`config.mk`:
```
export PLATFORM = sky130hd
export DESIGN_NAME = gatr_core
export DESIGN_NICKNAME = d
export VERILOG_FILES = /design/src/hw/gatr_pkg.sv /design/src/hw/gatr_core.sv /design/src/hw/gatr_level.sv
export SDC_FILE = /design/constraint.sdc
export NUM_CORES = 1
export LEC_CHECK = 0
export BUFFER_PORTS_ARGS = -buffer_cell sky130_fd_sc_hd__buf_4
export CAP_MARGIN = 20
export CELL_PAD_IN_SITES_DETAIL_PLACEMENT = 1
export CELL_PAD_IN_SITES_GLOBAL_PLACEMENT = 2
export CORE_UTILIZATION = 38
export CTS_BUF_LIST = sky130_fd_sc_hd__clkbuf_4 sky130_fd_sc_hd__clkbuf_8
export DETAILED_ROUTE_END_ITERATION = 10
export GPL_TIMING_DRIVEN = 0
export PLACE_DENSITY_LB_ADDON = 0.3
export SYNTH_ARGS = -nofsm -noshare
export SYNTH_HDL_FRONTEND = slang
export SYNTH_SLANG_ARGS = --single-unit
```
`constraint.sdc`:
```
create_clock -name clock -period 4.5 [get_ports clock]
set_clock_uncertainty 0.2 [all_clocks]
set_input_delay 0.225 -clock clock [delete_from_list [all_inputs] [get_ports clock]]
set_output_delay 0.225 -clock clock [all_outputs]
set_load 0.03 [all_outputs]
```
`src/hw/gatr_pkg.sv`:
```
// Package for the gas alarm threshold and relay logic.
// Assumes one 250 MHz clock; shared by the core and the alarm level module.
package gatr_pkg;

  // ----------------------------------------------------------------
  // Widths
  // ----------------------------------------------------------------
  localparam int CONC_W = 16;
  localparam int FLOW_W = 12;
  localparam int ADDR_W = 4;
  localparam int DATA_W = 32;

  // ----------------------------------------------------------------
  // Register offsets (word indices)
  // ----------------------------------------------------------------
  localparam logic [ADDR_W-1:0] REG_CTRL = 4'h0;
  localparam logic [ADDR_W-1:0] REG_LVL1 = 4'h1;
  localparam logic [ADDR_W-1:0] REG_LVL2 = 4'h2;
  localparam logic [ADDR_W-1:0] REG_CFG = 4'h3;
  localparam logic [ADDR_W-1:0] REG_CONC = 4'h4;
  localparam logic [ADDR_W-1:0] REG_STAT = 4'h5;
  localparam logic [ADDR_W-1:0] REG_ISTAT = 4'h6;
  localparam logic [ADDR_W-1:0] REG_IMASK = 4'h7;
  localparam logic [ADDR_W-1:0] REG_ACK = 4'h8;

  // ----------------------------------------------------------------
  // Control register fields
  // ----------------------------------------------------------------
  localparam int CTRL_MON_EN = 0;
  localparam int CTRL_ACK_DIS = 1;
  localparam int CTRL_TEST1 = 2;
  localparam int CTRL_TEST2 = 3;
  localparam int CTRL_TESTF = 4;
  localparam int CTRL_PUMP_ADJ = 5;
  localparam int CTRL_CAL_ZERO = 6;
  localparam int CTRL_CAL_SPAN = 7;
  localparam int CTRL_AUTOCAL = 8;
  localparam int CTRL_AUTOSTAB = 9;
  localparam int CTRL_W = 10;
  localparam logic [CTRL_W-1:0] CTRL_RESET = 10'h001;

  // Level config fields: [15:0] set point, [31:16] hysteresis
  // Config register: per level {ackable, latching, falling}
  localparam int CFG_FALL = 0;
  localparam int CFG_LATCH = 1;
  localparam int CFG_ACKABLE = 2;
  localparam logic [2:0] CFG_RESET = 3'h2;

  // Interrupt bits
  localparam int IRQ_LVL1 = 0;
  localparam int IRQ_LVL2 = 1;
  localparam int IRQ_FAULT = 2;
  localparam int IRQ_WARN = 3;
  localparam int IRQ_CALDONE = 4;
  localparam int IRQ_W = 5;

  // ----------------------------------------------------------------
  // Flow thresholds in mL/min
  // ----------------------------------------------------------------
  localparam logic [FLOW_W-1:0] FLOW_FAULT_MLMIN = 12'h12C;
  localparam logic [FLOW_W-1:0] FLOW_WARN_MLMIN = 12'h190;

  // ----------------------------------------------------------------
  // Stability detection
  // ----------------------------------------------------------------
  localparam int STAB_TIME_MS = 10;
  localparam int CLK_MHZ = 250;
  localparam int STAB_CYCLES = STAB_TIME_MS * 1000 * CLK_MHZ;
  localparam logic [CONC_W-1:0] STAB_BAND = 16'h0002;

  typedef enum logic [1:0]
  {
    CAL_IDLE = 2'b00,
    CAL_ZERO = 2'b01,
    CAL_SPAN = 2'b10,
    CAL_DONE = 2'b11
  } gatr_cal_e;

endpackage

```
`src/hw/gatr_core.sv`:
```
// Alarm evaluation core: two alarm levels, relay drive, flow supervision,
// maintenance and calibration suppression, register port and interrupt.
// Assumes concentration and flow words come from logic on the same clock;
// relay module presence and acknowledge key arrive from pins.
//
// Overview of operation
// - Monitoring off suppresses both level alarm outputs outside test modes and raises a warning.
// - Each level trips rising or falling per its direction bit.
// - Latching alarm stays active after clearing until acknowledged.
// - Non-latching alarm releases itself once the condition clears.
// - Acknowledgeable alarm clears on acknowledge even with condition present.
// - Non-acknowledgeable alarm ignores acknowledge while condition holds.
// - Alarm asserts as soon as concentration reaches the set point.
// - Tripped rising alarm releases only below set point minus hysteresis.
// - Relay and digital alarm outputs driven only with relay module present.
// - Relays energised when normal, de-energised to signal alarm.
// - Flow below 0.3 L/min gives fault, below 0.4 L/min warning.
// - Pump adjustment outputs maintenance signal and suppresses the flow fault and warning.
// - Autocalibration runs zero then span, maintenance signal throughout.
// - Without autostability, stability is detected and span completes alone.
// - Second level has the same options as the first.
// - Global acknowledge disable blocks every acknowledge.
// - Test modes force relays and interfaces into the chosen state.
// - Calibration keeps alarm and fault relays from switching unless any test mode is set.
//
// Local design decisions: the register addresses and the strobed register port.
`timescale 1ns/10ps
module gatr_core
  import gatr_pkg::*;
#(
  parameter int STAB_COUNT = STAB_CYCLES
)
(
  input wire logic clock,
  input wire logic reset,
  input wire logic [ADDR_W-1:0] regAddr,
  input wire logic [DATA_W-1:0] regWrData,
  input wire logic regWrite,
  input wire logic regRead,
  output logic [DATA_W-1:0] regRdData,
  input wire logic [CONC_W-1:0] conc,
  input wire logic [FLOW_W-1:0] flow,
  input wire logic relayPresentPin,
  input wire logic ackKeyPin,
  input wire logic acceptKeyPin,
  output logic relayLvl1,
  output logic relayLvl2,
  output logic relayFault,
  output logic [2:0] digAlarm,
  output logic maintSignal,
  output logic monitorWarn,
  output logic flowFault,
  output logic flowWarn,
  output logic calZeroStep,
  output logic calSpanStep,
  output logic irq
);

  // ----------------------------------------------------------------
  // Pin synchronisers
  // ----------------------------------------------------------------
  logic [2:0] syncA;
  logic [2:0] syncB;
  logic relayPresent;
  logic ackKey;
  logic acceptKey;
  logic ackKeyOld;
  logic acceptKeyOld;
  logic ackPulse;
  logic acceptPulse;

  always_ff @(posedge clock)
  begin
    if (reset)
    begin
      syncA <= 3'h0;
      syncB <= 3'h0;
    end
    else
    begin
      syncA <= {acceptKeyPin, ackKeyPin, relayPresentPin};
      syncB <= syncA;
    end
  end

  assign relayPresent = syncB[0];
  assign ackKey = syncB[1];
  assign acceptKey = syncB[2];

  always_ff @(posedge clock)
  begin
    if (reset)
    begin
      ackKeyOld <= 1'b0;
      acceptKeyOld <= 1'b0;
    end
    else
    begin
      ackKeyOld <= ackKey;
      acceptKeyOld <= acceptKey;
    end
  end

  logic [CTRL_W-1:0] ctrl;
  logic swAck;
  assign ackPulse = ((ackKey && !ackKeyOld) || swAck) && !ctrl[CTRL_ACK_DIS];
  assign acceptPulse = acceptKey && !acceptKeyOld;

  // ----------------------------------------------------------------
  // Configuration registers
  // ----------------------------------------------------------------
  logic [DATA_W-1:0] lvl1;
  logic [DATA_W-1:0] lvl2;
  logic [5:0] cfg;
  logic [IRQ_W-1:0] istat;
  logic [IRQ_W-1:0] imask;
  logic [IRQ_W-1:0] events;

  always_ff @(posedge clock)
  begin
    if (reset)
    begin
      ctrl <= CTRL_RESET;
      lvl1 <= '0;
      lvl2 <= '0;
      cfg <= {CFG_RESET, CFG_RESET};
      imask <= '0;
    end
    else if (regWrite)
    begin
      case (regAddr)
        REG_CTRL: ctrl <= regWrData[CTRL_W-1:0];
        REG_LVL1: lvl1 <= regWrData;
        REG_LVL2: lvl2 <= regWrData;
        REG_CFG: cfg <= regWrData[5:0];
        REG_IMASK: imask <= regWrData[IRQ_W-1:0];
        default: ;
      endcase
    end
  end

  assign swAck = regWrite && (regAddr == REG_ACK) && regWrData[0];

  // ----------------------------------------------------------------
  // Alarm levels
  // ----------------------------------------------------------------
  logic trip1;
  logic trip2;
  logic act1;
  logic act2;

  gatr_level u_lvl1
  (
    .clock(clock),
    .reset(reset),
    .conc(conc),
    .setPoint(lvl1[15:0]),
    .hyst(lvl1[31:16]),
    .falling(cfg[CFG_FALL]),
    .latching(cfg[CFG_LATCH]),
    .ackable(cfg[CFG_ACKABLE]),
    .ackPulse(ackPulse),
    .tripped(trip1),
    .active(act1)
  );

  // Same option set as the first level
  gatr_level u_lvl2
  (
    .clock(clock),
    .reset(reset),
    .conc(conc),
    .setPoint(lvl2[15:0]),
    .hyst(lvl2[31:16]),
    .falling(cfg[3 + CFG_FALL]),
    .latching(cfg[3 + CFG_LATCH]),
    .ackable(cfg[3 + CFG_ACKABLE]),
    .ackPulse(ackPulse),
    .tripped(trip2),
    .active(act2)
  );

  // ----------------------------------------------------------------
  // Calibration sequencer
  // ----------------------------------------------------------------
  gatr_cal_e calState;
  logic [31:0] stabCount;
  logic [CONC_W-1:0] stabRef;
  logic stable;
  logic calRun;

  assign stable = (stabCount >= 32'(STAB_COUNT));

  always_ff @(posedge clock)
  begin
    if (reset)
      calState <= CAL_IDLE;
    else
    begin
      case (calState)
        CAL_IDLE:
          if (ctrl[CTRL_AUTOCAL])
            calState <= CAL_ZERO;
        CAL_ZERO:
          if (acceptPulse)
            calState <= CAL_SPAN;
        CAL_SPAN:
          if (ctrl[CTRL_AUTOSTAB] ? acceptPulse : stable)
            calState <= CAL_DONE;
        CAL_DONE:
          if (!ctrl[CTRL_AUTOCAL])
            calState <= CAL_IDLE;
        default: calState <= CAL_IDLE;
      endcase
    end
  end

  // Stability: value stays inside a small band for the count
  always_ff @(posedge clock)
  begin
    if (reset)
    begin
      stabCount <= '0;
      stabRef <= '0;
    end
    else if (calState != CAL_SPAN || {1'b0, conc} > {1'b0, stabRef} + {1'b0, STAB_BAND}
      || {1'b0, stabRef} > {1'b0, conc} + {1'b0, STAB_BAND})
    begin
      stabCount <= '0;
      stabRef <= conc;
    end
    else if (!stable)
      stabCount <= stabCount + 32'h1;
  end

  assign calRun = (calState == CAL_ZERO) || (calState == CAL_SPAN)
    || ctrl[CTRL_CAL_ZERO] || ctrl[CTRL_CAL_SPAN];

  // ----------------------------------------------------------------
  // Output evaluation
  // ----------------------------------------------------------------
  logic monOn;
  logic alarm1;
  logic alarm2;
  logic faultState;
  logic next_relayLvl1;
  logic next_relayLvl2;
  logic next_relayFault;
  logic fFault;
  logic fWarn;

  assign monOn = ctrl[CTRL_MON_EN];
  assign fFault = (flow < FLOW_FAULT_MLMIN) && !ctrl[CTRL_PUMP_ADJ];
  assign fWarn = (flow < FLOW_WARN_MLMIN) && !ctrl[CTRL_PUMP_ADJ];
  assign alarm1 = ctrl[CTRL_TEST1] || (monOn && act1);
  assign alarm2 = ctrl[CTRL_TEST2] || (monOn && act2);
  assign faultState = ctrl[CTRL_TESTF] || fFault;

  // Energised (1) means no alarm
  always_comb
  begin
    next_relayLvl1 = relayLvl1;
    next_relayLvl2 = relayLvl2;
    next_relayFault = relayFault;
    if (!relayPresent)
    begin
      next_relayLvl1 = 1'b0;
      next_relayLvl2 = 1'b0;
      next_relayFault = 1'b0;
    end
    else if (!calRun || ctrl[CTRL_TEST1] || ctrl[CTRL_TEST2] || ctrl[CTRL_TESTF])
    begin
      next_relayLvl1 = !alarm1;
      next_relayLvl2 = !alarm2;
      next_relayFault = !faultState;
    end
  end

  always_ff @(posedge clock)
  begin
    if (reset)
    begin
      relayLvl1 <= 1'b0;
      relayLvl2 <= 1'b0;
      relayFault <= 1'b0;
      digAlarm <= 3'h0;
    end
    else
    begin
      relayLvl1 <= next_relayLvl1;
      relayLvl2 <= next_relayLvl2;
      relayFault <= next_relayFault;
      digAlarm <= relayPresent ? {faultState, alarm2, alarm1} : 3'h0;
    end
  end

  always_ff @(posedge clock)
  begin
    if (reset)
    begin
      maintSignal <= 1'b0;
      monitorWarn <= 1'b0;
      flowFault <= 1'b0;
      flowWarn <= 1'b0;
      calZeroStep <= 1'b0;
      calSpanStep <= 1'b0;
    end
    else
    begin
      maintSignal <= ctrl[CTRL_PUMP_ADJ] || calRun;
      monitorWarn <= !monOn;
      flowFault <= fFault;
      flowWarn <= fWarn;
      calZeroStep <= calState == CAL_ZERO;
      calSpanStep <= calState == CAL_SPAN;
    end
  end

  // ----------------------------------------------------------------
  // Interrupt status, set wins over clear
  // ----------------------------------------------------------------
  assign events = {calState == CAL_SPAN && (ctrl[CTRL_AUTOSTAB] ? acceptPulse : stable),
    fWarn, fFault, alarm2, alarm1};

  always_ff @(posedge clock)
  begin
    if (reset)
      istat <= '0;
    else if (regWrite && regAddr == REG_ISTAT)
      istat <= (istat & ~regWrData[IRQ_W-1:0]) | events;
    else
      istat <= istat | events;
  end

  assign irq = |(istat & imask);

  // ----------------------------------------------------------------
  // Read port
  // ----------------------------------------------------------------
  always_ff @(posedge clock)
  begin
    if (reset)
      regRdData <= '0;
    else if (regRead)
    begin
      case (regAddr)
        REG_CTRL: regRdData <= {22'h0, ctrl};
        REG_LVL1: regRdData <= lvl1;
        REG_LVL2: regRdData <= lvl2;
        REG_CFG: regRdData <= {26'h0, cfg};
        REG_CONC: regRdData <= {16'h0, conc};
        REG_STAT: regRdData <= {23'h0, calState, relayPresent, fWarn, fFault, act2, act1, trip2, trip1};
        REG_ISTAT: regRdData <= {27'h0, istat};
        REG_IMASK: regRdData <= {27'h0, imask};
        default: regRdData <= '0;
      endcase
    end
    else
      regRdData <= '0;
  end

  // ----------------------------------------------------------------
  // Checks
  // ----------------------------------------------------------------
  monOff_a: assert property (@(posedge clock) disable iff (reset)
    !monOn && !ctrl[CTRL_TEST1] |=> digAlarm[0] == 1'b0 && monitorWarn)
    else $error("alarm shown while monitoring off");

  noModule_a: assert property (@(posedge clock) disable iff (reset)
    !relayPresent |=> relayLvl1 == 1'b0 && digAlarm == 3'h0)
    else $error("outputs driven without relay module");

  failSafe_a: assert property (@(posedge clock) disable iff (reset)
    relayPresent && !calRun && alarm1 |=> !relayLvl1)
    else $error("relay not de-energised on alarm");

  flowFault_a: assert property (@(posedge clock) disable iff (reset)
    flow < FLOW_FAULT_MLMIN && !ctrl[CTRL_PUMP_ADJ] |=> flowFault && flowWarn)
    else $error("low flow not flagged");

  pumpAdj_a: assert property (@(posedge clock) disable iff (reset)
    ctrl[CTRL_PUMP_ADJ] |=> maintSignal && !flowFault)
    else $error("pump adjust without maintenance signal");

  calHold_a: assert property (@(posedge clock) disable iff (reset)
    relayPresent && calRun && !ctrl[CTRL_TEST1] && !ctrl[CTRL_TEST2] && !ctrl[CTRL_TESTF]
    && $past(relayPresent) |=> $stable(relayLvl1) && $stable(relayFault))
    else $error("relay switched during calibration");

  testForce_a: assert property (@(posedge clock) disable iff (reset)
    relayPresent && ctrl[CTRL_TEST2] |=> !relayLvl2 && digAlarm[1])
    else $error("test mode did not force alarm");

  ackBlock_a: assert property (@(posedge clock) disable iff (reset)
    ctrl[CTRL_ACK_DIS] |-> !ackPulse)
    else $error("acknowledge passed while disabled");

  covAlarm: cover property (@(posedge clock) disable iff (reset) relayPresent && !relayLvl1);
  covSpanAuto: cover property (@(posedge clock) disable iff (reset) calState == CAL_SPAN ##1 calState == CAL_DONE);
  covIrq: cover property (@(posedge clock) disable iff (reset) irq);

endmodule // gatr_core

```
`src/hw/gatr_level.sv`:
```
// One alarm level: threshold with direction, hysteresis, latching and acknowledge.
// Assumes conc and the config come from the same clock domain.
`timescale 1ns/10ps
module gatr_level
  import gatr_pkg::*;
(
  input wire logic clock,
  input wire logic reset,
  input wire logic [CONC_W-1:0] conc,
  input wire logic [CONC_W-1:0] setPoint,
  input wire logic [CONC_W-1:0] hyst,
  input wire logic falling,
  input wire logic latching,
  input wire logic ackable,
  input wire logic ackPulse,
  output logic tripped,
  output logic active
);

  logic [CONC_W:0] releaseLow;
  logic [CONC_W:0] releaseHigh;
  logic reached;
  logic released;
  logic next_tripped;

  // Release points widened by one bit to avoid wrap
  assign releaseLow = {1'b0, setPoint} - {1'b0, hyst};
  assign releaseHigh = {1'b0, setPoint} + {1'b0, hyst};

  // ----------------------------------------------------------------
  // Condition with hysteresis
  // ----------------------------------------------------------------
  always_comb
  begin
    reached = falling ? (conc <= setPoint) : (conc >= setPoint);
    if (falling)
      released = {1'b0, conc} > releaseHigh;
    else
      released = releaseLow[CONC_W] ? 1'b0 : ({1'b0, conc} < releaseLow);
    next_tripped = tripped ? !released : reached;
  end

  always_ff @(posedge clock)
  begin
    if (reset)
      tripped <= 1'b0;
    else
      tripped <= next_tripped;
  end

  // ----------------------------------------------------------------
  // Relay state: latching and acknowledge
  // ----------------------------------------------------------------
  always_ff @(posedge clock)
  begin
    if (reset)
      active <= 1'b0;
    else if (next_tripped && !tripped)
      active <= 1'b1;
    else if (next_tripped)
    begin
      if (ackPulse && ackable)
        active <= 1'b0;
      // Non-ackable: acknowledge ignored while condition holds
    end
    else if (!latching)
      active <= 1'b0;
    else if (ackPulse)
      active <= 1'b0;
  end

  covLatchHeld: cover property (@(posedge clock) disable iff (reset) active && !tripped && latching);

  latchHold_a: assert property (@(posedge clock) disable iff (reset)
    active && !tripped && latching && !ackPulse |=> active)
    else $error("latched alarm released without acknowledge");

  nonLatch_a: assert property (@(posedge clock) disable iff (reset)
    active && !next_tripped && !latching |=> !active)
    else $error("non-latching alarm failed to release");

  ackClear_a: assert property (@(posedge clock) disable iff (reset)
    active && tripped && next_tripped && ackable && ackPulse |=> !active)
    else $error("acknowledge did not clear alarm");

  noAck_a: assert property (@(posedge clock) disable iff (reset)
    active && tripped && next_tripped && !ackable |=> active)
    else $error("non-acknowledgeable alarm cleared while condition holds");

  trip_a: assert property (@(posedge clock) disable iff (reset)
    !tripped && !falling && conc >= setPoint && $stable(falling) |=> tripped)
    else $error("rising alarm did not trip at set point");

  hystHold_a: assert property (@(posedge clock) disable iff (reset)
    tripped && !falling && !releaseLow[CONC_W] && {1'b0, conc} >= releaseLow |=> tripped)
    else $error("rising alarm released inside hysteresis band");

  fallHyst_a: assert property (@(posedge clock) disable iff (reset)
    tripped && falling && {1'b0, conc} <= releaseHigh |=> tripped)
    else $error("falling alarm released inside hysteresis band");

endmodule // gatr_level

```
# Yosys cells after proc, flatten, opt, wreduce, memory -nomap -nowiden
# Index checks and enable logic that the tools add are counted.
# classes
magnitude_cmp,13
add_sub_neg,7
reduce_logical,55
n_bitwise,7
n_eq_ne,20
muxes,25
# ops
cell,n
one-hot mux 32 bit (8 select lines),1
> comparator 16 x 17 -> 1 bit,4
adder 16 x 16 -> 17 bit,2
"adder 16 x 2 -> 17 bit, second input constant",2
< comparator 16 x 17 -> 1 bit,2
subtractor 16 x 16 -> 17 bit,2
"adder 32 x 1 -> 32 bit, second input constant",1
>= comparator 16 bit,2
">= comparator 32 x 22 -> 1 bit, second input constant",1
less-or-equal comparator 16 bit,2
"< comparator 12 x 9 -> 1 bit, second input constant",2
2-to-1 mux 1 bit,18
"== test 4 x 3 -> 1 bit, second input constant",4
logical AND 1 bit,15
AND reduction 2 bit,7
logical NOT 1 bit,13
logical OR 1 bit,13
AND 5 bit,2
bitwise OR 5 bit,2
"== test 4 x 2 -> 1 bit, second input constant",2
2-to-1 mux 2 bit,4
"!= test 2 bit, second input constant",4
"!= test 4 x 1 -> 1 bit, second input constant",2
one-hot mux 2 bit (4 select lines),1
14 further kinds,19
# word_totals
inputBits,71
out_inout_bits,45
register_bits,196

# Depth between registers and ports, before layout
# Gate-level depths: netlist of the first run.
# logic_depth
depth_word,9
mapped_depth,20

# Hierarchy
# From an unflattened synthesis of the first run, not the netlist that was laid out.
# hier_totals
hier_cells,1778
hier_area_um2,14248.7
# modules_own_cells
mod,seq_area_each_um2,cells_each,instances,area_each_um2
gatr_core,3843.7,1046,1,8688.3
gatr_level (u_lvl1),40.0,379,1,2811.4
gatr_level (u_lvl2),40.0,353,1,2748.9

# Worst setup path after synthesis of the first run
# Ideal clock, no wire load.
# synth_timing
path_kind,register to register
from,reg lvl2[18]
to,reg u_lvl2.active
path_stages_with_launch,18
n_path_buf,1
arrival_time_ps,3649
path_slack_ps,576
path_cell_list,dfxtp_1 > inv_1 > ha_1 > buf_2 > o21bai_1 > a221oi_1 > o311a_1 > o31a_1 > o41ai_2 > or4b_1 > and4_1 > ha_1 > nand4_1 > or4_1 > o2111ai_1 > nor4_1 > a311o_1 > o22ai_1
# synth_between
elab_chain_cells,9
word_cells_on_any_way,14
# synth_rtl
item,line,rtl
start: declaration,gatr_core.sv:113,logic [DATA_W-1:0] lvl2;
start signal: assignment,gatr_core.sv:134,REG_LVL2: lvl2 <= regWrData;
subtractor 16 x 16 -> 17 bit,gatr_level.sv:27,"assign releaseLow = {1'b0, setPoint} - {1'b0, hyst};"
< comparator 16 x 17 -> 1 bit,gatr_level.sv:39,"released = releaseLow[CONC_W] ? 1'b0 : ({1'b0, conc} < releaseLow);"
2-to-1 mux 1 bit,gatr_level.sv:39,
2-to-1 mux 1 bit (*),gatr_level.sv:36,if (falling)
logical NOT 1 bit (*),gatr_level.sv:40,next_tripped = tripped ? !released : reached;
2-to-1 mux 1 bit (*),gatr_level.sv:40,
logical AND 1 bit,gatr_level.sv:58,else if (next_tripped && !tripped)
!= test 4 x 1 -> 1 bit (no source line) or != test 3 bit (tied branches),--,
AND reduction 2 bit (no source line),--,
end signal: assignment,gatr_level.sv:57,active <= 1'b0;
end signal: assignment,gatr_level.sv:59,active <= 1'b1;
end signal: assignment,gatr_level.sv:63,active <= 1'b0;
end: declaration,gatr_level.sv:17,output logic active
# Mark *: on every way between the ends. The rest lies on a longest branch, timed or not.
# A chain may end at the register's enable or synchronous reset.

# Worst setup path in the final report of the first run
# Same ends and word-level chain as after synthesis.

==> summary.md, run 1 <==
Status
- run status: complete, no violations

Global routing
- total routing usage reported by global routing: 27.2%
- first-pass GRT wire length: 78.2 mm
- number of global-route vias before repair: 14000
- maximum number of pins on one net before global-route repair: 20
- GRT overflow: 0
- number of antenna violations at the first check in global routing: 0

Critical path
- Crit. path cell count: 17
- Crit Path Max Fanout: 8
- gate family responsible for the most delay along the worst path: compound AO/OA/AOI/OAI gates
- data arrival at the endpoint of the critical path: 4700 ps
- required time of the critical path: 4770 ps
- kind of end point of the critical path: flip-flop
- worst stage delay on the critical path: 470 ps
- Buf/Inv on CP: 2
- path type of the worst setup path: reg2reg
- kind of start point of the critical path: flip-flop
- critical path, cell by cell: inv_1 > ha_1 > buf_4 > o21bai_2 > a221oi_2 > o311a_1 > o31a_1 > o41ai_4 > or4b_1 > and4_4 > ha_4 > nand4_1 > or4_4 > o2111ai_2 > nor4_2 > a311o_1 > o22ai_1
- Reg2Reg Depth: 17
- Max stage delay cell, worst path: sky130_fd_sc_hd__or4b_1

Timing
- Max Slew Vio Count: 0
- slew at the pin closest to its max-slew limit: 960 ps
- setup repair after global routing missed its margin: true
- clock period minus worst slack: 4440 ps
- worst hold slack: 18.9 ps
- count of final setup violators: 0
- setup slack of the critical path after layout: 64.7 ps
- setup tns final: 0 ps
- f_max: 0.225 GHz
- tightest slew margin relative to the limit: 35.2%
- period utilization: 98.6%
- count of final hold-check violations: 0

Synth
- main flop type after synthesis: sky130_fd_sc_hd__dfxtp_1
- Async SR Flop Fraction: 0%
- synth warn: 0
- number of standard cells after synthesis: 1744
- number of enable-type register cells in the synthesized netlist: 0
- post-synthesis instance area: 13900 um2
- number of distinct library cell variants in the gate-level netlist after synthesis: 76
- sequential area share after synthesis: 28.1%
- net count of the mapped netlist: 2016
- number of storage elements in the synthesis netlist: 196
- Avg Inst Size Synth: 7.99 um2

Floorplanning
- # rows: 69
- IO Pins: 116
- horizontal extent of the die: 194 um
- floorplan core area: 35800 um2
- initial standard-cell utilization of the core: 38.9%
- die footprint: 37500 um2
- Die Ht: 194 um

Detailed routing
- uppermost metal layer occupied by signal nets: met4
- total length of routed wires: 50.7 mm
- DRT met1 WL: 22.1 mm
- remaining antenna violation count: 0
- detailed route wirelength on metal2: 24.7 mm
- Avg Vias per Cell: 5.58
- initial detailed-routing violation count: 767
- First-pass DRT Iterations: 5
- number of vias after detailed routing: 13500
- DR WL/cell: 21.0 um
- met3 wire length: 2.01 mm
- DRC Markers: 0

CTS
- CTS tree: done
- clock-pin slew of the registers on the worst-case setup and hold paths: 110 ps
- Clock Root Buffer: sky130_fd_sc_hd__clkbuf_8
- number of sinks handled by clock tree synthesis: 196
- worst-case clock buffer depth: 2
- cts bufs inserted: 17
- maximum level of the CTS H-tree: 4
- insertion delay of the later-clocked pin in the worst-skew pair: 540 ps

Power
- Pwr Density: 243 nW/um2
- IR drop worst, VDD: 0.000230 V
- static leakage power: 6.66 nW

Worst hold path
- Hold Crit Class: in2reg
- worst hold path depth: 3

Placed design
- pre-CTS setup slack: -484 ps
- Detail Placement HPWL: 39.6 mm
- quantity of I/O buffers inserted on ports: 112
- weighted congestion at the end of routability-driven global placement: 0.899

Flow run
- reported max-cap violation count: 0

Layout
- number of antenna diodes: 0
- share of cells above drive strength 1: 13.2%
- post-layout net count: 2220
- area grow syn2layout: 19.7%
- fin util: 46.6%

-- cells in the mapped netlist (5+ instances only) --
cell type | count | area share (%)
sky130_fd_sc_hd__a221oi_1 | 9 | 0.57
sky130_fd_sc_hd__a211oi_1 | 10 | 0.54
sky130_fd_sc_hd__a31oi_1 | 14 | 0.63
sky130_fd_sc_hd__nand3_1 | 34 | 1.2
sky130_fd_sc_hd__nand2_1 | 250 | 6.7
sky130_fd_sc_hd__dfxtp_1 | 196 | 28
sky130_fd_sc_hd__nor2b_1 | 32 | 1.4
sky130_fd_sc_hd__nor4_1 | 23 | 1.0
sky130_fd_sc_hd__o31a_1 | 5 | 0.31
sky130_fd_sc_hd__xnor2_1 | 79 | 5.0
sky130_fd_sc_hd__nand4_1 | 31 | 1.4
sky130_fd_sc_hd__and3_1 | 20 | 0.90
sky130_fd_sc_hd__a21o_1 | 24 | 1.3
sky130_fd_sc_hd__o2111ai_1 | 5 | 0.31
sky130_fd_sc_hd__and2_1 | 7 | 0.31
sky130_fd_sc_hd__o211ai_1 | 8 | 0.43
sky130_fd_sc_hd__inv_1 | 110 | 3.0
sky130_fd_sc_hd__a2111oi_0 | 5 | 0.31
sky130_fd_sc_hd__mux2i_1 | 12 | 0.86
sky130_fd_sc_hd__a21oi_1 | 183 | 6.6
sky130_fd_sc_hd__xor2_1 | 20 | 1.3
sky130_fd_sc_hd__buf_2 | 9 | 0.32
sky130_fd_sc_hd__nand2b_1 | 22 | 0.99
sky130_fd_sc_hd__ha_1 | 197 | 18
sky130_fd_sc_hd__o21ai_0 | 40 | 1.4
sky130_fd_sc_hd__o21bai_1 | 20 | 1.1
sky130_fd_sc_hd__nor3_1 | 26 | 0.93
sky130_fd_sc_hd__a31o_2 | 11 | 0.69
sky130_fd_sc_hd__clkbuf_1 | 60 | 1.6
sky130_fd_sc_hd__o21a_1 | 18 | 0.97
sky130_fd_sc_hd__nor2_1 | 135 | 3.6
sky130_fd_sc_hd__a22oi_1 | 39 | 2.1
-- cells by family (layout without fill, tap and decap cells) --
| group | count (synthesis) | in the layout | synth area share, % |
|---|---|---|---|
| adders and majority gates | 201 | 201 | 18.3 |
| muxes | 13 | 13 | 1.02 |
| AOI/OAI and AO/OA | 441 | 441 | 20.9 |
| buffers and inverters | 188 | 405 | 5.36 |
| and+or+nand+nor | 606 | 606 | 20.1 |
| xor gates and xnor gates | 99 | 99 | 6.22 |
| DFF | 196 | 196 | 28.1 |
-- what timing repair did --
item / CTS / global route
setup buffers: 3 / 17
cloned: 0 / 0
hold buffers: 51 / 0
setup endpoints to repair: 4 / 4
hold endpoints to repair: 110 / 0
gates resized for setup: 30 / 50
pin swaps: 6 / 24
-- worst paths after layout --
kind | startpoint | to | slack (ps)
min reg2reg | syncA[2] | syncB[2] | 270
max | lvl2[18] | u_lvl2.active | 60
min | conc[9] | stabRef[9] | 20
max reg2reg | lvl2[18] | u_lvl2.active | 60
-- worst register-to-register path, stage by stage (launching register included) --
cell,delay [ps]
sky130_fd_sc_hd__dfxtp_4,400
sky130_fd_sc_hd__inv_1,50
sky130_fd_sc_hd__ha_1,260
sky130_fd_sc_hd__buf_4,170
sky130_fd_sc_hd__o21bai_2,210
sky130_fd_sc_hd__a221oi_2,310
sky130_fd_sc_hd__o311a_1,230
sky130_fd_sc_hd__o31a_1,230
sky130_fd_sc_hd__o41ai_4,120
sky130_fd_sc_hd__or4b_1,470
sky130_fd_sc_hd__and4_4,170
sky130_fd_sc_hd__ha_4,290
sky130_fd_sc_hd__nand4_1,100
sky130_fd_sc_hd__or4_4,450
sky130_fd_sc_hd__o2111ai_2,90
sky130_fd_sc_hd__nor4_2,50
sky130_fd_sc_hd__a311o_1,430
sky130_fd_sc_hd__o22ai_1,130
-- routing by layer --
layer	up-vias	global-route usage (%)
li1	6559	-
met1	6607	33.5
met2	267	47.3
met3	82	3.52
met4	0	11.5
met5	-	0
-- stage by stage --
stage | total power, W | instance area, um2 | std cells
global placement | 0.00276 | 15400 | 2317
global route | 0.00426 | 16700 | 2422
finish | 0.00405 | 16700 | 2422
CTS | 0.00407 | 16400 | 2404
floorplan | 0.00245 | 13900 | 1744
detailed placement | 0.00278 | 15400 | 2318
-- layout by cell type (no fill, tap or decap), types with 5 or more instances in the layout --
master | netlist | final
sky130_fd_sc_hd__a21o_1 | 24 | 24
sky130_fd_sc_hd__nor2_1 | 135 | 135
sky130_fd_sc_hd__a22oi_1 | 39 | 39
sky130_fd_sc_hd__xor2_1 | 20 | 20
sky130_fd_sc_hd__nor3_1 | 26 | 26
sky130_fd_sc_hd__dfxtp_2 | 0 | 10
sky130_fd_sc_hd__nand2_1 | 250 | 248
sky130_fd_sc_hd__inv_1 | 110 | 108
sky130_fd_sc_hd__nor4_1 | 23 | 20
sky130_fd_sc_hd__o21ai_0 | 40 | 36
sky130_fd_sc_hd__o211ai_1 | 8 | 8
sky130_fd_sc_hd__clkbuf_1 | 60 | 60
sky130_fd_sc_hd__clkbuf_8 | 0 | 18
sky130_fd_sc_hd__and3_1 | 20 | 20
sky130_fd_sc_hd__nor2b_1 | 32 | 31
sky130_fd_sc_hd__dlygate4sd3_1 | 0 | 51
sky130_fd_sc_hd__and2_1 | 7 | 7
sky130_fd_sc_hd__mux2i_1 | 12 | 12
sky130_fd_sc_hd__a221oi_1 | 9 | 8
sky130_fd_sc_hd__buf_4 | 0 | 136
sky130_fd_sc_hd__dfxtp_4 | 0 | 9
sky130_fd_sc_hd__a21oi_1 | 183 | 181
sky130_fd_sc_hd__buf_6 | 4 | 6
sky130_fd_sc_hd__nand4_1 | 31 | 31
sky130_fd_sc_hd__a31oi_1 | 14 | 14
sky130_fd_sc_hd__o31a_1 | 5 | 5
sky130_fd_sc_hd__a211oi_1 | 10 | 8
sky130_fd_sc_hd__o21bai_1 | 20 | 18
sky130_fd_sc_hd__o21a_1 | 18 | 18
sky130_fd_sc_hd__nand3_1 | 34 | 34
sky130_fd_sc_hd__nand2b_1 | 22 | 22
sky130_fd_sc_hd__a31o_2 | 11 | 11
sky130_fd_sc_hd__ha_1 | 197 | 194
sky130_fd_sc_hd__xnor2_1 | 79 | 78
sky130_fd_sc_hd__dfxtp_1 | 196 | 177
-- power breakdown --
| group | total (W) | internal, W | switching, W |
|---|---|---|---|
| logic | 0.000962 | 0.000420 | 0.000542 |
| clock network | 0.00126 | 0.000481 | 0.000774 |
| registers | 0.00184 | 0.00178 | 0.0000585 |
| total | 0.00405 | 0.00268 | 0.00138 |
-- flip-flops by register name, indices dropped and copies added, names as in the netlist, 2 cells and up --
register / flops
calState: 2
cfg: 6
ctrl: 10
digAlarm: 3
imask: 5
istat: 5
lvl1: 32
lvl2: 32
regRdData: 32
stabCount: 32
stabRef: 16
syncA: 3
syncB: 3
-- area by class of cell --
| class | instances | area, um2 |
|---|---|---|
| Buffer | 77 | 353 |
| Clock buffer | 18 | 248 |
| Clock inverter | 14 | 161 |
| Fill cell | 4416 | 19100 |
| Inverter | 111 | 419 |
| Multi-Input combinational cell | 1360 | 9450 |
| Sequential cell | 196 | 3970 |
| Tap cell | 461 | 577 |
| Timing Repair Buffer | 185 | 1510 |
(Power assumes the default switching activity.)
==> run 2: changes to the inputs <==
- HOLD_SLACK_MARGIN: default -> 0.03
==> summary.md, run 2 (same netlist as run 1, synthesis figures left out) <==
Status
- run status: complete, no violations, unchanged

Critical path
- kind of end point of the critical path: flip-flop, unchanged
- Crit Path Max Fanout: 5, was 8
- data arrival at the endpoint of the critical path: 4630 ps, was 4700 ps
- required time of the critical path: 4710 ps, was 4770 ps
- internal reg-to-reg setup slack: 80 ps, was 60 ps
- worst reg2reg path endpoint: u_lvl1.tripped, was u_lvl2.active
- kind of start point of the critical path: flip-flop, unchanged
- Reg2Reg Depth: 18, was 17
- worst r2r src: lvl1[7], was lvl2[18]
- path type of the worst setup path: reg2reg, unchanged

CTS
- maximum level of the CTS H-tree: 4, unchanged
- clock-pin slew of the registers on the worst-case setup and hold paths: 130 ps, was 110 ps
- Clock Root Buffer: sky130_fd_sc_hd__clkbuf_8, unchanged
- CTS tree: done, unchanged
- number of sinks handled by clock tree synthesis: 196, unchanged
- cts bufs inserted: 17, unchanged
- insertion delay of the later-clocked pin in the worst-skew pair: 550 ps, was 540 ps
- worst-case clock buffer depth: 2, unchanged

Floorplanning
- Die Ht: 194 um, unchanged
- initial standard-cell utilization of the core: 38.9%, unchanged
- horizontal extent of the die: 194 um, unchanged
- # rows: 69, unchanged
- die footprint: 37500 um2, unchanged
- floorplan core area: 35800 um2, unchanged
- IO Pins: 116, unchanged

Layout
- share of cells above drive strength 1: 13.1%, was 13.2%
- sequential standard cell area: 3970 um2, unchanged
- Fill cells: 4411, was 4416
- commonest non-fill, non-tap cell in the layout: sky130_fd_sc_hd__nand2_1, unchanged
- area grow syn2layout: 20.1%, was 19.7%
- commonest cells after routing, fill and taps aside: sky130_fd_sc_hd__nand2_1, sky130_fd_sc_hd__ha_1, sky130_fd_sc_hd__a21oi_1, sky130_fd_sc_hd__dfxtp_1, sky130_fd_sc_hd__buf_4, unchanged
- number of cells in the finished layout apart from fillers: 2428, was 2422
- Multi-input gate area: 9450 um2, unchanged
- number of antenna diodes: 0, unchanged
- post-layout net count: 2226, was 2220

Timing
- clock period minus worst slack: 4420 ps, was 4440 ps
- setup repair after global routing missed its margin: true, unchanged
- period utilization: 98.2%, was 98.6%
- setup tns final: 0 ps, unchanged
- tightest slew margin relative to the limit: 31.2%, was 35.2%
- count of final setup violators: 0, unchanged
- f_max: 0.226 GHz, was 0.225 GHz
- count of final hold-check violations: 0, unchanged
- slew at the pin closest to its max-slew limit: 1020 ps, was 960 ps
- Max Slew Vio Count: 0, unchanged

Detailed routing
- DRC Markers: 0, unchanged
- Avg Vias per Cell: 5.59, was 5.58
- DR WL/cell: 21.0 um, about the same
- initial detailed-routing violation count: 662, was 767
- total length of routed wires: 50.9 mm, was 50.7 mm
- First-pass DRT Iterations: 6, was 5
- remaining antenna violation count: 0, unchanged
- number of vias after detailed routing: 13600, was 13500

Flow run
- reported max-cap violation count: 0, unchanged

Worst hold path
- worst hold path depth: 4, was 3
- Hold Crit Endpoint: stabRef[4], was stabRef[9]
- hold wc startpoint: conc[4], was conc[9]
- Hold Crit Class: in2reg, unchanged

Global routing
- first-pass GRT wire length: 78.4 mm, was 78.2 mm
- number of antenna violations at the first check in global routing: 0, unchanged
- maximum number of pins on one net before global-route repair: 20, unchanged
- GRT overflow: 0, unchanged
- number of global-route vias before repair: 14100, was 14000
- total routing usage reported by global routing: 27.2%, about the same

Placed design
- weighted congestion at the end of routability-driven global placement: 0.899, unchanged
- Cells after DPL: 2318, unchanged
- quantity of I/O buffers inserted on ports: 112, unchanged
- Detail Placement HPWL: 39.6 mm, unchanged

Power
- IR drop worst, VDD: 0.000230 V, about the same
- Pwr Density: 242 nW/um2, was 243 nW/um2
- static leakage power: 6.68 nW, was 6.66 nW

run 2: what timing repair did:
item,CTS,global route
gates resized for setup,30,50
endpoints found under the setup margin,4,4
hold buffers,57,0
endpoints found under the hold margin,120,0
setup buffers,3,17
pin swaps,6,24
run 2: cell type report:
class / count / area share (%)
Tap cell: 461 / 3.44
Timing Repair Buffer: 191 / 9.40
Inverter: 111 / 2.50
Sequential cell: 196 / 23.7
Buffer: 77 / 2.11
Clock inverter: 14 / 0.964
Multi-Input combinational cell: 1360 / 56.4
Clock buffer: 18 / 1.48
run 2: worst max-delay path, stage by stage, from the launching register on:
cell and delay, ps:
sky130_fd_sc_hd__dfxtp_4 400, sky130_fd_sc_hd__ha_1 290, sky130_fd_sc_hd__buf_6 100, sky130_fd_sc_hd__nor2b_1 60
sky130_fd_sc_hd__nor4_2 330, sky130_fd_sc_hd__o21ai_2 120, sky130_fd_sc_hd__a221o_1 370, sky130_fd_sc_hd__a221o_1 380
sky130_fd_sc_hd__buf_4 160, sky130_fd_sc_hd__xnor2_1 110, sky130_fd_sc_hd__ha_1 330, sky130_fd_sc_hd__nand2_2 100
sky130_fd_sc_hd__nor4_4 330, sky130_fd_sc_hd__o21ai_1 150, sky130_fd_sc_hd__o211ai_1 140, sky130_fd_sc_hd__nand4_1 180
sky130_fd_sc_hd__a31oi_1 230, sky130_fd_sc_hd__a211o_1 210, sky130_fd_sc_hd__a21oi_1 90
run 2: per-stage QoR:
stage                     instance area (um2)  hold WS, ps  utilization [%]  total power (W)  setup slack (ps)
after floorplan                         13900          149                -          0.00245               576
after global placement                  15400          225             42.9          0.00276              -345
after detailed placement                15400          245             42.9          0.00278              -484
after CTS                               16500         33.9             46.0          0.00408              5.96
after global routing                    16700         75.3             46.8          0.00426             -55.1
final                                   16700         57.6             46.8          0.00406              80.4
run 2: how the worst max path moves through the flow:
| stage | slack [ps] | endpoint | cells after the start | start |
|---|---|---|---|---|
| 2_1_floorplan | 580 | u_lvl2.active | 17 | lvl2[18] |
| 3_3_place_gp | -350 | u_lvl2.active | 18 | lvl2[16] |
| 3_5_place_dp | -480 | u_lvl2.active | 18 | lvl2[16] |
| 4_1_cts | 6 | u_lvl2.active | 17 | lvl2[18] |
| 5_1_grt | -60 | u_lvl2.tripped | 17 | lvl2[23] |
| 6_report | 80 | u_lvl1.tripped | 18 | lvl1[7] |
run 2: layer usage:
layer | part of all wire, % | track usage, %
met4 | 3.8 | 11.5
met5 | 0 | 0
met2 | 49 | 47.5
met3 | 4.2 | 3.63
met1 | 43 | 33.4
run 2: where the power goes:
group	leakage (nW)	internal, W	total, W	switching, W
Sequential	1.60	0.00178	0.00184	0.0000587
Clock	0.199	0.000481	0.00125	0.000773
Combinational	4.88	0.000423	0.000967	0.000545
Total	6.68	0.00268	0.00406	0.00138
==> run 3: changes to the inputs <==
- MAX_ROUTING_LAYER: default -> met4
- SKIP_CTS_REPAIR_TIMING: default -> 1
==> summary.md, run 3 (same netlist as run 1, synthesis figures left out) <==
Power
- IR drop worst, VDD: 0.000285 V, was 0.000230 V
- static leakage power: 6.68 nW, about the same
- Overall Power: 0.00404 W, was 0.00406 W
- Pwr Density: 241 nW/um2, was 242 nW/um2
- sequential cell fraction of total power: 45.4%, was 45.2%
- part of the total power dissipated in the clock network: 30.6%, was 30.9%
- logic gate share of total power: 24.0%, was 23.8%
- switching part of the total: 35.0%, was 33.9%
- net switching power: 0.00141 W, was 0.00138 W
- internal power: 0.00263 W, was 0.00268 W

Layout
- commonest non-fill, non-tap cell in the layout: sky130_fd_sc_hd__nand2_1, unchanged
- post-layout instance area: 16800 um2, was 16700 um2
- share of cells above drive strength 1: 13.6%, was 13.1%
- post-layout net count: 2222, was 2226
- number of antenna diodes: 0, unchanged
- Fill cells: 4349, was 4411
- area grow syn2layout: 20.2%, was 20.1%
- commonest cells after routing, fill and taps aside: sky130_fd_sc_hd__nand2_1, sky130_fd_sc_hd__ha_1, sky130_fd_sc_hd__a21oi_1, sky130_fd_sc_hd__dfxtp_1, sky130_fd_sc_hd__nor2_1, was sky130_fd_sc_hd__nand2_1, sky130_fd_sc_hd__ha_1, sky130_fd_sc_hd__a21oi_1, sky130_fd_sc_hd__dfxtp_1, sky130_fd_sc_hd__buf_4

Placed design
- quantity of I/O buffers inserted on ports: 112, unchanged
- Detail Placement HPWL: 40.0 mm, was 39.6 mm
- weighted congestion at the end of routability-driven global placement: 0.906, was 0.899
- instance area at placement: 15400 um2, unchanged

Timing
- f_max: 0.228 GHz, was 0.226 GHz
- Max Slew Vio Count: 0, unchanged
- tightest slew margin relative to the limit: 22.5%, was 31.2%
- count of final hold-check violations: 2, was 0
- count of final setup violators: 0, unchanged
- worst hold slack: -6.40 ps, was 57.6 ps
- clock period minus worst slack: 4380 ps, was 4420 ps
- period utilization: 97.4%, was 98.2%
- slew at the pin closest to its max-slew limit: 1150 ps, was 1020 ps
- setup tns final: 0 ps, unchanged

CTS
- clock-pin slew of the registers on the worst-case setup and hold paths: 120 ps, was 130 ps
- insertion delay of the later-clocked pin in the worst-skew pair: 530 ps, was 550 ps
- worst-case clock buffer depth: 2, unchanged
- maximum level of the CTS H-tree: 4, unchanged
- Clock Root Buffer: sky130_fd_sc_hd__clkbuf_8, unchanged
- number of sinks handled by clock tree synthesis: 196, unchanged
- cts bufs inserted: 17, unchanged
- CTS tree: done, unchanged

Detailed routing
- DRC Markers: 0, unchanged
- total length of routed wires: 51.3 mm, was 50.9 mm
- Avg Vias per Cell: 5.61, was 5.59
- First-pass DRT Iterations: 5, was 6
- number of vias after detailed routing: 13600, about the same
- DR WL/cell: 21.1 um, was 21.0 um
- initial detailed-routing violation count: 658, was 662
- remaining antenna violation count: 0, unchanged

Worst hold path
- Hold Crit Endpoint: lvl2[0], was stabRef[4]
- worst hold path depth: 4, unchanged
- hold wc startpoint: regWrite, was conc[4]
- Hold Crit Class: in2reg, unchanged

Floorplanning
- IO Pins: 116, unchanged
- initial standard-cell utilization of the core: 38.9%, unchanged
- die footprint: 37500 um2, unchanged
- horizontal extent of the die: 194 um, unchanged
- floorplan core area: 35800 um2, unchanged
- # rows: 69, unchanged
- Die Ht: 194 um, unchanged

Global routing
- maximum number of pins on one net before global-route repair: 22, was 20
- first-pass GRT wire length: 77.4 mm, was 78.4 mm
- number of global-route vias before repair: 13800, was 14100
- total routing usage reported by global routing: 27.4%, was 27.2%
- GRT overflow: 0, unchanged
- number of antenna violations at the first check in global routing: 0, unchanged

Critical path
- Reg2Reg Depth: 16, was 18
- worst r2r src: lvl2[23], was lvl1[7]
- internal reg-to-reg setup slack: 120 ps, was 80 ps
- kind of end point of the critical path: flip-flop, unchanged
- worst reg2reg path endpoint: u_lvl2.active, was u_lvl1.tripped
- data arrival at the endpoint of the critical path: 4640 ps, was 4630 ps
- Crit Path Max Fanout: 4, was 5
- kind of start point of the critical path: flip-flop, unchanged
- required time of the critical path: 4760 ps, was 4710 ps
- path type of the worst setup path: reg2reg, unchanged

Status
- run status: finished with violations, was complete, no violations
- violated checks: negative hold slack

Flow run
- reported max-cap violation count: 0, unchanged

==> run 3: cell count changes in the layout (fill, tap and decap cells not counted), moves of 2 or more <==
cell,previous run,this run
sky130_fd_sc_hd__ha_1,194,190
sky130_fd_sc_hd__dfxtp_1,177,175
sky130_fd_sc_hd__ha_2,1,3
sky130_fd_sc_hd__dfxtp_2,10,13
sky130_fd_sc_hd__ha_4,2,4
sky130_fd_sc_hd__buf_6,6,9
sky130_fd_sc_hd__dlygate4sd3_1,57,51
sky130_fd_sc_hd__inv_2,1,3
sky130_fd_sc_hd__inv_8,4,6
sky130_fd_sc_hd__buf_4,136,134
==> run 3: how the worst max path moves through the flow <==
stage	startpoint	end	slack, ps	cells after the start
finish	lvl2[23]	u_lvl2.active	120	16
CTS	lvl2[16]	u_lvl2.active	-450	18
floorplan	lvl2[18]	u_lvl2.active	580	17
global route	lvl1[23]	u_lvl1.active	-30	20
detailed placement	lvl2[16]	u_lvl2.active	-430	18
global placement	lvl2[16]	u_lvl2.active	-350	18
==> run 3: area by class of cell <==
type | count | area, um2 | area share [%]
Buffer | 77 | 358 | 2.13
Clock buffer | 17 | 234 | 1.40
Clock inverter | 15 | 174 | 1.04
Inverter | 111 | 417 | 2.49
Multi-Input combinational cell | 1360 | 9500 | 56.7
Sequential cell | 196 | 3970 | 23.7
Tap cell | 461 | 577 | 3.44
Timing Repair Buffer | 187 | 1530 | 9.14
==> run 3: layer usage <==
metal	vias to the layer above	track usage (%)	wire, um
met4	0	9.63	1700
met1	6680	33.3	22700
li1	6548	-	-
met5	-	-	0
met3	84	3.28	1860
met2	283	46.7	25000
==> run 3: critical path, cell delays in order (launching register included) <==
cell and delay (ps):
sky130_fd_sc_hd__dfxtp_4 410, sky130_fd_sc_hd__inv_1 60, sky130_fd_sc_hd__ha_1 280, sky130_fd_sc_hd__buf_6 100, sky130_fd_sc_hd__nor2b_1 40, sky130_fd_sc_hd__or3_1 310, sky130_fd_sc_hd__o311a_1 330, sky130_fd_sc_hd__o31a_1 370
sky130_fd_sc_hd__o41ai_4 430, sky130_fd_sc_hd__xnor2_1 150, sky130_fd_sc_hd__ha_1 360, sky130_fd_sc_hd__nand4_1 100, sky130_fd_sc_hd__or4_4 520, sky130_fd_sc_hd__o2111ai_2 80, sky130_fd_sc_hd__nor4_1 60, sky130_fd_sc_hd__a311o_1 380
sky130_fd_sc_hd__o22ai_1 140
==> run 3: power groups by stage <==
stage                     sequential (W)  combinational, W  clock, W
final                            0.00184          0.000968   0.00124
after global routing             0.00184           0.00107   0.00133
after CTS                        0.00184          0.000916   0.00126
after detailed placement         0.00188          0.000911         0
after global placement           0.00188          0.000879         0
after floorplan                  0.00187          0.000575         0
==> run 3: through the flow <==
step / std cells / util, % / hold WS (ps) / worst slack [ps]
global route: 2424 / 46.8 / 34.5 / -31.3
floorplan: 1744 / - / 149 / 576
global placement: 2317 / 42.9 / 225 / -353
CTS: 2350 / 44.0 / -327 / -448
finish: 2424 / 46.8 / -6.40 / 119
detailed placement: 2318 / 42.9 / 239 / -434
